<file path="src/shared/hsov_pkg.sv">
// package for the high-speed status overlay block: register map, fields, reset values
//
// Functional notes
// - outgoing link-ok field x0 passes signal, 01 forces low, 11 forces high.
// - incoming link-ok field x0 passes signal, 01 forces low, 11 forces high.
// - both force fields reset to 00; outgoing at 15:14, incoming at 13:12.
// - mask bit 7 clear lets loss of signal break channel sync status.
// - mask bit 7 set keeps signal loss out of sync status; resets to one.
// - reserved bit 6 always reads zero.
// - reserved bits 11:8 reset to 0011; software should preserve them.
// - bit 5 routes loss of block lock onto the alarm pin.
// - bit 4 routes invalid code word errors onto the alarm pin.
// - bit 3 routes gain control unlock onto the alarm pin.
// - bit 2 routes auto-zero calibration pending onto the alarm pin.
// - bit 1 routes PLL lock loss onto the alarm pin.
// - bit 0 routes receiver loss of signal onto the alarm pin.
// - enable bits 5:0 reset to zero so nothing reaches the alarm.
// - register 0x0009 of management device 0x1e, reset value 0x0380.
package hsov_pkg;

   // ----------------------------------------------------------------
   // register address
   // ----------------------------------------------------------------
   localparam logic [4:0] DEV_ADDR = 5'h1e;
   localparam logic [15:0] REG_ADDR = 16'h0009;
   localparam logic [15:0] REG_RESET = 16'h0380;
   localparam logic [15:0] RD_MASK = 16'hffbf;

   // ----------------------------------------------------------------
   // field positions
   // ----------------------------------------------------------------
   localparam int OUT_FORCE_LSB = 14;
   localparam int IN_FORCE_LSB = 12;
   localparam int SYNC_EXCL_BIT = 7;
   localparam int ALARM_EN_LSB = 0;

   // ----------------------------------------------------------------
   // types
   // ----------------------------------------------------------------
   typedef struct packed {
      logic block_lock_loss;
      logic bad_codeword;
      logic gain_unlock;
      logic autozero_pending;
      logic pll_unlock;
      logic signal_loss;
   } hsov_cond_t;

   typedef struct packed {
      logic wr;
      logic rd;
      logic [4:0] dev;
      logic [15:0] addr;
      logic [15:0] wdata;
   } hsov_req_t;

endpackage : hsov_pkg

</file>
<file path="src/design/hsov_overlay.sv">
// high-speed status overlay: control register, alarm merge and link-ok forcing
`timescale 1ns/10ps
module hsov_overlay (
   // clock and reset
   input wire logic CLK_SYS,
   input wire logic RESET_N,
   // management register access
   input wire hsov_pkg::hsov_req_t REQ,
   output logic [15:0] RDATA,
   output logic RVALID,
   // receive conditions
   input wire hsov_pkg::hsov_cond_t COND,
   input wire logic CH_SYNC_RAW,
   output logic CH_SYNC_STATUS,
   output logic LOSS_ALARM_PIN,
   // low-speed link ok
   input wire logic LOWSIDE_LINK_OK_OUTPUT_RAW,
   output logic LOWSIDE_LINK_OK_OUTPUT,
   input wire logic LOWSIDE_LINK_OK_INPUT,
   output logic LOWSIDE_LINK_OK_INPUT_SEEN
);

   // ----------------------------------------------------------------
   // helpers
   // ----------------------------------------------------------------
   function automatic logic force_apply(input logic [1:0] f, input logic v);
      force_apply = f[0] ? f[1] : v;
   endfunction : force_apply

   // ----------------------------------------------------------------
   // control register
   // ----------------------------------------------------------------
   logic [15:0] ctrl_ff;
   logic [15:0] nxt_ctrl;
   logic [15:0] rdata_ff;
   logic [15:0] nxt_rdata;
   logic rvalid_ff;
   logic nxt_rvalid;
   logic hit;

   always_comb begin
      hit = (REQ.dev == hsov_pkg::DEV_ADDR) && (REQ.addr == hsov_pkg::REG_ADDR);
      nxt_ctrl = ctrl_ff;
      if (REQ.wr && hit) begin
         nxt_ctrl = REQ.wdata & hsov_pkg::RD_MASK;
      end
      nxt_rvalid = REQ.rd && !REQ.wr;
      nxt_rdata = rdata_ff;
      if (REQ.rd && !REQ.wr) begin
         nxt_rdata = hit ? (ctrl_ff & hsov_pkg::RD_MASK) : 16'h0000;
      end
   end

   always_ff @(posedge CLK_SYS or negedge RESET_N) begin
      if (!RESET_N) begin
         ctrl_ff <= hsov_pkg::REG_RESET;
         rdata_ff <= 16'h0000;
         rvalid_ff <= 1'b0;
      end else begin
         ctrl_ff <= nxt_ctrl;
         rdata_ff <= nxt_rdata;
         rvalid_ff <= nxt_rvalid;
      end
   end

   // ----------------------------------------------------------------
   // status outputs
   // ----------------------------------------------------------------
   logic alarm_ff;
   logic nxt_alarm;
   logic sync_ff;
   logic nxt_sync;
   logic out_ok_ff;
   logic nxt_out_ok;
   logic in_ok_ff;
   logic nxt_in_ok;
   logic [5:0] en;

   always_comb begin
      en = ctrl_ff[hsov_pkg::ALARM_EN_LSB +: 6];
      nxt_alarm = |(en & COND);
      nxt_sync = CH_SYNC_RAW && (ctrl_ff[hsov_pkg::SYNC_EXCL_BIT] || !COND.signal_loss);
      nxt_out_ok = force_apply(ctrl_ff[hsov_pkg::OUT_FORCE_LSB +: 2], LOWSIDE_LINK_OK_OUTPUT_RAW);
      nxt_in_ok = force_apply(ctrl_ff[hsov_pkg::IN_FORCE_LSB +: 2], LOWSIDE_LINK_OK_INPUT);
   end

   always_ff @(posedge CLK_SYS or negedge RESET_N) begin
      if (!RESET_N) begin
         alarm_ff <= 1'b0;
         sync_ff <= 1'b0;
         out_ok_ff <= 1'b0;
         in_ok_ff <= 1'b0;
      end else begin
         alarm_ff <= nxt_alarm;
         sync_ff <= nxt_sync;
         out_ok_ff <= nxt_out_ok;
         in_ok_ff <= nxt_in_ok;
      end
   end

   assign RDATA = rdata_ff;
   assign RVALID = rvalid_ff;
   assign LOSS_ALARM_PIN = alarm_ff;
   assign CH_SYNC_STATUS = sync_ff;
   assign LOWSIDE_LINK_OK_OUTPUT = out_ok_ff;
   assign LOWSIDE_LINK_OK_INPUT_SEEN = in_ok_ff;

endmodule : hsov_overlay

</file>
<file path="config.mk">
export PLATFORM = sky130hd
export DESIGN_NAME = hsov_overlay
export DESIGN_NICKNAME = d
export VERILOG_FILES = /design/src/shared/hsov_pkg.sv /design/src/design/hsov_overlay.sv
export SDC_FILE = /design/constraint.sdc
export NUM_CORES = 1
export LEC_CHECK = 0
export ABC_CLOCK_PERIOD_IN_PS = 1400
export BUFFER_PORTS_ARGS = -buffer_cell sky130_fd_sc_hd__buf_4
export CAP_MARGIN = 20
export CORE_MARGIN = 1.5
export CORE_UTILIZATION = 48
export CTS_CLUSTER_SIZE = 12
export DETAILED_ROUTE_END_ITERATION = 8
export GPL_ROUTABILITY_DRIVEN = 0
export PLACE_DENSITY_LB_ADDON = 0.25
export REMOVE_ABC_BUFFERS = 1
export SLEW_MARGIN = 40
export SYNTH_ARGS = -nofsm -noshare
export SYNTH_HDL_FRONTEND = slang
export SYNTH_SLANG_ARGS = --single-unit
export TNS_END_PERCENT = 20
</file>
<file path="constraint.sdc">
create_clock -name CLK_SYS -period 1.4 [get_ports CLK_SYS]
set_input_delay 0.28 -clock CLK_SYS [delete_from_list [all_inputs] [get_ports CLK_SYS]]
set_output_delay 0.28 -clock CLK_SYS [all_outputs]
set_load 0.02 [all_outputs]
</file>
==> results.txt, run 1 <==
status: finished clean
startpoint types: input pin
IO buf count: 68
clk_lat worst skew: 0.33 ns
PwrDens: 879.2 nW/um2
register area share after synthesis: 63.28%
f_max: 735.9 MHz
Reg area: 879.6 um2
CP required: 1.62 ns
synth unique cells: 21
root buffer cell: clkbuf_4
CTS buffer count: 5
Final HPWL DP: 2250 um
CTS clk-pin slew, worst paths: 0.11 ns
first-pass GRT wire length: 5478 um
CP Cell Sequence: buf_6, nor4_4, nand4_4, nor4_4, buf_6, mux2_4
final hold violations: 0
critical path capture point type: register
CTS Sinks: 35
htree depth: 2
RSZ-0062 raised after global routing: true
First-pass DRT Iterations: 4
WL/cell: 17.15 um
skew final: 0.01153 ns
WHS: 0.1357 ns
worst r2r path cells: 1
number of global-route vias before repair: 1,142
vias after detailed routing: 1,120
kind of critical path: in2reg
min-delay worst type: in2reg
core area: 2758 um2
total power: 1.924 mW
CP max FO: 8
deepest clock path buffer count: 2
Area Growth Syn to Fin: 57.43%
TritonCTS clock tree: built
design area: 2188 um2
min cycle time layout: 1.359 ns
Tot GR Track Use: 22.60%
Post-Route WL: 3465 um
via-per-instance ratio: 5.545
Hold Path Cell Cnt: 2
I/O pin cnt: 71
final period utilization: 97.06%
CP max stage delay: 0.32 ns
Die H: 56.82 um
# nets final: 220
Die W: 56.82 um
commonest non-fill, non-tap cell in the layout: buf_4
Leak: 1.126 nW
Antenna Cells: 0
cell count after synthesis: 91
grt total ovfl: 0
DRC viols: 0
max-slew violations: 0
number of antenna violations at the first check in global routing: 0
Initial DRC Count: 21
die area: 3228 um2
Fillers: 165
share of cells above drive strength 1: 64.91%
Final Util: 79.36%
initial core utilization: 50.41%
area of the multi-input gates: 570.5 um2
leading cell types in the layout, fill and taps excluded: buf_4 (66), dfrtp_1 (32), a22o_1 (15)
largest net degree at the start of global routing: 36
slowest CP cell: nor4_4
Area after DPL: 1949 um2
row count: 19
peak supply drop: 0.9066 mV
TNS Setup: 0 ns
remaining antenna violation count: 0
max-cap violations: 0
FF+latch count, synth: 35
Setup-failing EPs final: 0
syn avg cell area: 15.28 um2
Synth Warn #: 0
Cell Area, Synth: 1390 um2
WP data arrival: 1.58 ns
## state kept, by name (all words and copies together) (netlist names)
register / flops
LOWSIDE_LINK_OK_INPUT_SEEN: 1
ctrl_ff: 15
RVALID: 1
RDATA: 15
LOSS_ALARM_PIN: 1
LOWSIDE_LINK_OK_OUTPUT: 1
CH_SYNC_STATUS: 1
## area by class of cell
class                      count  area share [%]
timing repair buffer          76           27.73
sequential                    35           40.19
clock buffer                   5           1.715
multi-input combinational     49           26.07
clock inverter                 3           2.001
tap                           31           1.772
inverter                       3          0.5146
## worst paths after layout
check	slack (ns)	startpoint	end
min reg2reg	0.51	RDATA[10]$_DFFE_PN0P_	RDATA[10]$_DFFE_PN0P_
min	0.14	COND[0]	CH_SYNC_STATUS$_DFF_PN0_
max reg2reg	0.55	ctrl_ff[14]$_DFFE_PN0P_	LOWSIDE_LINK_OK_OUTPUT$_DFF_PN0_
max in group asynchronous	0.63	RESET_N	ctrl_ff[9]$_DFFE_PN1P_
min in group asynchronous	0.43	RESET_N	RDATA[10]$_DFFE_PN0P_
max	0.04	REQ[24]	ctrl_ff[11]$_DFFE_PN0P_
## per-layer routing
layer / GRT usage, % / vias to the layer above / wire, um / part of all wire, %
li1: - / 496 / - / -
met1: 28.05 / 571 / 1317 / 38
met2: 37.54 / 49 / 1856 / 54
met3: 7.143 / 4 / 251 / 7.2
met4: 7.309 / 0 / 40 / 1.2
met5: 0 / - / 0 / 0
## per-stage QoR
step / worst slack, ns / instances
floorplan: -0.5551 / 87
global placement: -0.4437 / 191
detailed placement: -0.4746 / 191
CTS: -0.05853 / 202
global route: -0.03977 / 202
finish: 0.04119 / 202
## worst max-delay path, delay by kind of cell
family | cells | cell delay [ns]
simple gates | 3 | 0.68
buf+inv | 2 | 0.31
mux | 1 | 0.31
## Yosys cell counts
library cell,count,share of area (%)
dfstp_2,3,5.7
buf_2,1,0.36
a22oi_1,3,1.6
dfrtp_1,32,58
nand3_1,1,0.36
clkbuf_1,1,0.27
nor4_1,1,0.45
buf_4,1,0.54
nand4_2,1,0.90
nand2_1,3,0.81
and4bb_2,1,0.90
nor4_4,2,3.1
buf_6,1,0.81
a22o_1,15,9.5
conb_1,1,0.27
nor4b_1,1,0.63
mux2_2,17,14
nor2_1,1,0.27
inv_1,3,0.81
a21boi_0,1,0.54
nor4_2,1,0.90
## logic make-up (layout without fill, tap and decap cells)
kind of cell | after synthesis | after routing | share of synthesized area (%)
AOI/OAI and AO/OA | 19 | 19 | 11.61
buffers and inverters | 7 | 87 | 2.790
DFF | 35 | 35 | 63.28
muxes | 17 | 17 | 13.77
other | 1 | 1 | 0.2698
and+or+nand+nor | 12 | 12 | 8.280
## what timing repair did
| item | in CTS | in global routing |
|---|---|---|
| setup endpoints to repair | 15 | 25 |
| buffers inserted | 2 | 0 |
| pin swaps | 5 | 5 |
| hold buffers | 1 | 0 |
| endpoints found under the hold margin | 32 | 0 |
| gates resized for setup | 21 | 8 |
## power by group
| part | leakage [nW] | switching, mW | total, mW | internal (mW) |
|---|---|---|---|---|
| Sequential | 0.471 | 0.00154 | 1.02 | 1.02 |
| Combinational | 0.610 | 0.0800 | 0.193 | 0.113 |
| Clock | 0.0452 | 0.337 | 0.713 | 0.376 |
| Total | 1.13 | 0.419 | 1.92 | 1.51 |
Note: power is estimated with default switching activity, not from simulation.
==> inputs of run 2 (changes only) <==
CELL_PAD_IN_SITES_DETAIL_PLACEMENT = 0   (was unset)
CELL_PAD_IN_SITES_GLOBAL_PLACEMENT = 1   (was unset)
CORE_UTILIZATION = 37   (was 48)
==> run 2 against run 1 <==
Effect of this change:
- worst setup slack got worse by 0.043 ns
- sequential cell count unchanged
- die area increased by 28%
- the run now ends with setup timing left
- total power decreased by 2.5%
- first-iteration DRC count decreased by 9.5%
- largest power group unchanged
- final cell count increased by 8.9%
- utilization decreased by 19 points
- non-clock buffer count increased by 1
- via count decreased by 5.0%
==> results.txt, run 2 (synthesis gave the netlist of run 1 again) <==
status: finished with violations
violated checks: setup timing
IO buf count: 68 (unchanged)
WP data arrival: 1.56 ns (-0.02 ns)
worst r2r dst: LOWSIDE_LINK_OK_INPUT_SEEN$_DFF_PN0_
peak supply drop: 0.5867 mV (-35%)
deepest clock path buffer count: 2 (unchanged)
DRC viols: 0 (unchanged)
grt total ovfl: 0 (unchanged)
switching pwr: 0.3925 mW (-6.3%)
worst r2r path cells: 1 (unchanged)
vias after detailed routing: 1,064 (-5.0%)
core area: 3633 um2 (+32%)
RSZ-0062 raised after global routing: true
WHS Endpoint: CH_SYNC_STATUS$_DFF_PN0_
CP required: 1.56 ns (-0.06 ns)
min-delay worst type: in2reg
skew final: 0.001754 ns (-0.009778 ns)
remaining antenna violation count: 0 (unchanged)
startpoint types: input pin
Post-Route WL: 3197 um (-7.7%)
# Post-CTS Setup Buffers: 0 (-2)
R2R Setup Slk: 0.56 ns (about the same)
Area Growth Syn to Fin: 58.51%
largest net degree at the start of global routing: 36 (unchanged)
final hold violations: 0 (unchanged)
post-route setup slack: -0.002299 ns (-0.04349 ns)
row count: 22 (+3)
# nets final: 221 (+0.45%)
commonest non-fill, non-tap cell in the layout: buf_4
r2r startpoint: ctrl_ff[12]$_DFFE_PN0P_
TNS Setup: -0.002306 ns (-0.002306 ns)
clk_lat worst skew: 0.27 ns (-0.06 ns)
leading cell types in the layout, fill and taps excluded: buf_4 (67), dfrtp_1 (32), a22o_1 (15)
via-per-instance ratio: 4.836 (-13%)
PwrDens: 851.3 nW/um2 (-3.2%)
area of the multi-input gates: 558.0 um2 (-2.2%)
f_max: 713.1 MHz (-3.1%)
Setup-failing EPs final: 2 (+2)
CTS clk-pin slew, worst paths: 0.06 ns (-0.05 ns)
die area: 4134 um2 (+28%)
critical path capture point type: register
total power: 1.876 mW (-2.5%)
Area after DPL: 1993 um2 (+2.2%)
Fillers: 319 (+93%)
Initial DRC Count: 19 (-9.5%)
Die W: 64.30 um (+13%)
WL/cell: 14.53 um (-15%)
Antenna Cells: 0 (unchanged)
final period utilization: 100.2% (+3.1 points)
sequential group share of total power: 54.4% (+1.5 points)
CTS buffer count: 5 (unchanged)
initial core utilization: 38.26% (-12 points)
Switching Fraction: 20.92% (-0.85 points)
combinational share of power: 10.1% (about the same)
First-pass DRT Iterations: 4 (unchanged)
share of cells above drive strength 1: 63.37% (-1.5 points)
Clk pwr share: 35.5% (-1.6 points)
htree depth: 2 (unchanged)
Pint: 1.483 mW (-1.5%)
min-delay src: COND[0]
max-cap violations: 0 (unchanged)
number of antenna violations at the first check in global routing: 0 (unchanged)
root buffer cell: clkbuf_8
I/O pin cnt: 71 (unchanged)
CP max FO: 8 (unchanged)
TritonCTS clock tree: built
CTS Sinks: 35 (unchanged)
Tot GR Track Use: 16.47% (-6.1 points)
kind of critical path: in2reg
Hold Path Cell Cnt: 2 (unchanged)
Final HPWL DP: 2220 um (-1.4%)
first-pass GRT wire length: 5168 um (-5.7%)
Reg area: 879.6 um2 (unchanged)
max-slew violations: 0 (unchanged)
min cycle time layout: 1.402 ns (+0.04349 ns)
design area: 2203 um2 (+0.69%)
Die H: 64.30 um (+13%)
number of global-route vias before repair: 1,114 (-2.5%)
Leak: 1.121 nW (-0.44%)
==> run 2: power groups by stage <==
stage | registers [mW] | clock network [mW] | logic, mW
final | 1.02 | 0.666 | 0.190
after global routing | 1.02 | 0.746 | 0.205
after CTS | 1.02 | 0.694 | 0.190
after detailed placement | 1.04 | 0 | 0.172
after global placement | 1.04 | 0 | 0.168
after floorplan | 1.05 | 0 | 0.0211
==> run 2: worst max-delay path by stage <==
| stage | startpoint | to | cells after the start |
|---|---|---|---|
| after floorplan | REQ[23] | ctrl_ff[0]$_DFFE_PN0P_ | 4 |
| after global placement | REQ[23] | ctrl_ff[13]$_DFFE_PN0P_ | 6 |
| after detailed placement | REQ[23] | ctrl_ff[13]$_DFFE_PN0P_ | 6 |
| after CTS | REQ[26] | ctrl_ff[13]$_DFFE_PN0P_ | 6 |
| after global routing | REQ[22] | ctrl_ff[14]$_DFFE_PN0P_ | 6 |
| final | REQ[17] | ctrl_ff[13]$_DFFE_PN0P_ | 6 |
==> run 2: through the flow <==
| step | util [%] | cells | hold WS (ns) | setup slack [ns] |
|---|---|---|---|---|
| finish | 60.64 | 220 | 0.1974 | -0.002299 |
| global placement | 54.86 | 211 | 0.2488 | -0.4350 |
| detailed placement | 54.86 | 211 | 0.2514 | -0.4513 |
| CTS | 60.23 | 220 | 0.1861 | -0.009864 |
| floorplan | - | 87 | -0.01559 | -0.5551 |
| global route | 60.64 | 220 | 0.1869 | -0.05031 |
==> run 2: final cells by class <==
| type | count | area share, % |
|---|---|---|
| well taps | 48 | 2.726 |
| inverters | 3 | 0.5111 |
| flip-flops and latches | 35 | 39.92 |
| multi-input cells | 49 | 25.33 |
| repair buffers | 77 | 27.88 |
| clock buffers | 8 | 3.634 |
==> run 2: routing by layer <==
layer / up-vias / wire length [um] / track usage [%]
li1: 494 / - / -
met1: 525 / 1363 / 20.34
met2: 41 / 1560 / 26.56
met3: 4 / 225 / 4.577
met4: 0 / 48 / 7.979
met5: - / 0 / 0
==> run 2: critical path, cell delays in order <==
cell and delay (ns):
buf_4 0.10, and4bb_2 0.29, nand4_2 0.14, nor4_4 0.24, buf_6 0.20, mux2_4 0.30
==> run 2: repair_timing <==
item	4_1_cts	5_1_grt
pin swaps	5	3
hold buffers	1	0
gates resized for setup	23	4
endpoints found under the setup margin	30	30
hold endpoints to repair	32	0
==> inputs of run 3 (changes only) <==
ABC_AREA = 1   (was unset)
CORE_UTILIZATION = 35   (was 37)
==> run 3 against run 2 <==
Effect of this change:
- the run now ends clean
- first-iteration DRC count rose to 6.3 times the previous value
- utilization down 8.6 points
- clock-buffer cell count is the same
- sequential cell count stayed put
- design area grew 2.2%
- sequential power hardly changed
- synthesized area is 13% higher
- synthesized cell count up 92%
- final cell count is 38% higher
- hold slack gained 0.0064 ns
- register-to-register slack got worse by 0.15 ns
- combinational power increased by 4%
- critical path type is now reg2out
- highest routed layer unchanged
==> results.txt, run 3 <==
number of synthesized flops with an enable pin: 0 (unchanged)
row count: 24 (+9.1%)
Main synth FF type: dfrtp_1
I/O pin cnt: 71 (unchanged)
# Post-CTS Setup Buffers: 0 (unchanged)
synth top area cells: dfrtp_1 (51%), nand2_1 (13%), o21ai_0 (6.4%)
Die H: 69.96 um (+8.8%)
WL met2: 1658 um (+6.3%)
worst r2r path cells: 4 (+3)
share of cells above drive strength 1: 38.65% (-25 points)
CP required: 1.12 ns (-0.44 ns)
CP max stage delay: 0.40 ns (+0.10 ns)
leading cell types in the layout, fill and taps excluded: buf_4 (76), nand2_1 (56), dfrtp_1 (32)
# nets final: 300 (+36%)
CTS buffer count: 5 (unchanged)
Hold Path Cell Cnt: 2 (unchanged)
DR WL met3: 250 um (+11%)
kind of critical path: reg2out
min cycle time layout: 1.126 ns (-0.2761 ns)
peak supply drop: 0.5464 mV (-6.9%)
number of antenna violations at the first check in global routing: 0 (unchanged)
register area share after synthesis: 56.06% (-7.2 points)
f_max: 887.9 MHz (+25%)
post-synth top area share: 51.04% (-6.6 points)
skew final: 0.004864 ns (+0.003111 ns)
startpoint types: register
commonest cells in the netlist: nand2_1 (56), dfrtp_1 (32), o21ai_0 (20)
Synth Warn #: 0 (unchanged)
first-pass GRT wire length: 6044 um (+17%)
FF+latch count, synth: 35 (unchanged)
PwrDens: 890.3 nW/um2 (+4.6%)
CTS clk-pin slew, worst paths: 0.07 ns (about the same)
CTS Sinks: 35 (unchanged)
Setup-failing EPs final: 0 (-2)
most common cell in the netlist: nand2_1
via-per-instance ratio: 4.617 (-4.5%)
M1 WL: 1628 um (+19%)
Tot GR Track Use: 15.82% (-0.65 points)
critical path capture point type: output port
Post-Route WL: 3597 um (+13%)
min-delay worst type: in2reg
Area Growth Syn to Fin: 43.54%
status: finished clean
grt total ovfl: 0 (unchanged)
max-cap violations: 0 (unchanged)
vias after detailed routing: 1,399 (+31%)
First-pass DRT Iterations: 4 (unchanged)
htree depth: 2 (unchanged)
Final HPWL DP: 2584 um (+16%)
leading area contributor after synthesis: dfrtp_1
Antenna Cells: 0 (unchanged)
DRC viols: 0 (unchanged)
slowest CP cell: dfrtp_1
CP Cell Sequence: buf_4
deepest clock path buffer count: 2 (unchanged)
syn avg cell area: 8.966 um2 (-41%)
final period utilization: 80.44% (-20 points)
WL/cell: 11.87 um (-18%)
WP data arrival: 0.85 ns (-0.71 ns)
area of the multi-input gates: 600.6 um2 (+7.6%)
Cell Area, Synth: 1569 um2 (+13%)
Leak: 1.147 nW (+2.3%)
IO buf count: 68 (unchanged)
Reg area: 879.6 um2 (unchanged)
core area: 4324 um2 (+19%)
remaining antenna violation count: 0 (unchanged)
synth unique cells: 22 (+4.8%)
Die W: 69.96 um (+8.8%)
Final Util: 52.08% (-8.6 points)
die area: 4894 um2 (+18%)
largest net degree at the start of global routing: 36 (unchanged)
initial core utilization: 36.28% (-2.0 points)
max-slew violations: 0 (unchanged)
root buffer cell: clkbuf_8
cell count after synthesis: 175 (+92%)
Initial DRC Count: 120 (+101)
final hold violations: 0 (unchanged)
Fillers: 456 (+43%)
uppermost routed layer: met4
WHS: 0.2037 ns (+0.006353 ns)
async set-reset flop share out of synthesis: 100.0% (unchanged)
cell depth of the worst setup path: 1 (-5)
CP max FO: 2 (-6)
commonest non-fill, non-tap cell in the layout: buf_4
Post-CTS Hold Fix Bufs: 1 (unchanged)
clk_lat worst skew: 0.28 ns (about the same)
Buf/Inv on CP: 1 (-1)
TNS Setup: 0 ns (+0.002306 ns)
RSZ-0062 raised after global routing: false
TritonCTS clock tree: built
cts repair resizes: 0 (-100%)
number of global-route vias before repair: 1,339 (+20%)
Top delay family on crit path: flip-flops
[run 3: cell count changes in the layout (fill, tap and decap cells not counted), moves of 9 or more]
cell,before,now
a22o_1,15,0
buf_4,67,76
buf_6,9,0
mux2_4,12,0
nand2_1,2,56
nand3_1,1,18
o21ai_0,0,20
o21ai_1,0,10
[run 3: stage by stage]
stage | cells | power, mW | instance area, um2 | worst slack, ns
finish | 303 | 2.005 | 2252 | 0.2738
global route | 303 | 2.103 | 2252 | 0.2330
CTS | 303 | 2.039 | 2252 | 0.2608
detailed placement | 294 | 1.236 | 2142 | 0.1109
global placement | 294 | 1.235 | 2142 | 0.1195
floorplan | 166 | 1.077 | 1506 | 0.2626
[run 3: logic make-up (layout without fill, tap and decap cells)]
logic type / after synthesis / after routing / synth area share [%]
other: 1 / 1 / 0.2390
muxes: 2 / 2 / 1.435
buffers and inverters: 16 / 92 / 5.662
DFF: 35 / 35 / 56.06
AOI/OAI and AO/OA: 32 / 32 / 10.61
and+or+nand+nor: 89 / 89 / 26.00
[run 3: final timing paths]
check                                            start                        to  slack, ns
worst min register to register  ctrl_ff[8]$_DFFE_PN1P_    ctrl_ff[8]$_DFFE_PN1P_       0.47
max in group asynchronous                      RESET_N    ctrl_ff[7]$_DFFE_PN1P_       0.58
worst max-delay path             RDATA[14]$_DFFE_PN0P_                 RDATA[14]       0.27
worst min-delay path                           COND[0]  CH_SYNC_STATUS$_DFF_PN0_       0.20
min in group asynchronous                      RESET_N   ctrl_ff[13]$_DFFE_PN0P_       0.48
worst max register to register  ctrl_ff[0]$_DFFE_PN0P_  LOSS_ALARM_PIN$_DFF_PN0_       0.41
[run 3: cell type report]
cell class                 count  area share, %
tap                           52          2.889
sequential                    35          39.06
inverter                       7          1.167
timing repair buffer          77          25.78
multi-input combinational    124          26.67
clock buffer                   8          4.444
[run 3: report_power, final]
part | internal (mW) | leakage, nW | switching (mW) | total (mW)
clock network | 0.449 | 0.0515 | 0.341 | 0.789
registers | 1.02 | 0.471 | 0.00166 | 1.02
logic | 0.108 | 0.624 | 0.0886 | 0.197
[run 3: per-layer routing]
metal,global-route usage (%),vias up
li1,-,716
met1,20.92,634
met2,24.02,44
met3,4.329,5
met4,7.692,0
met5,0,-
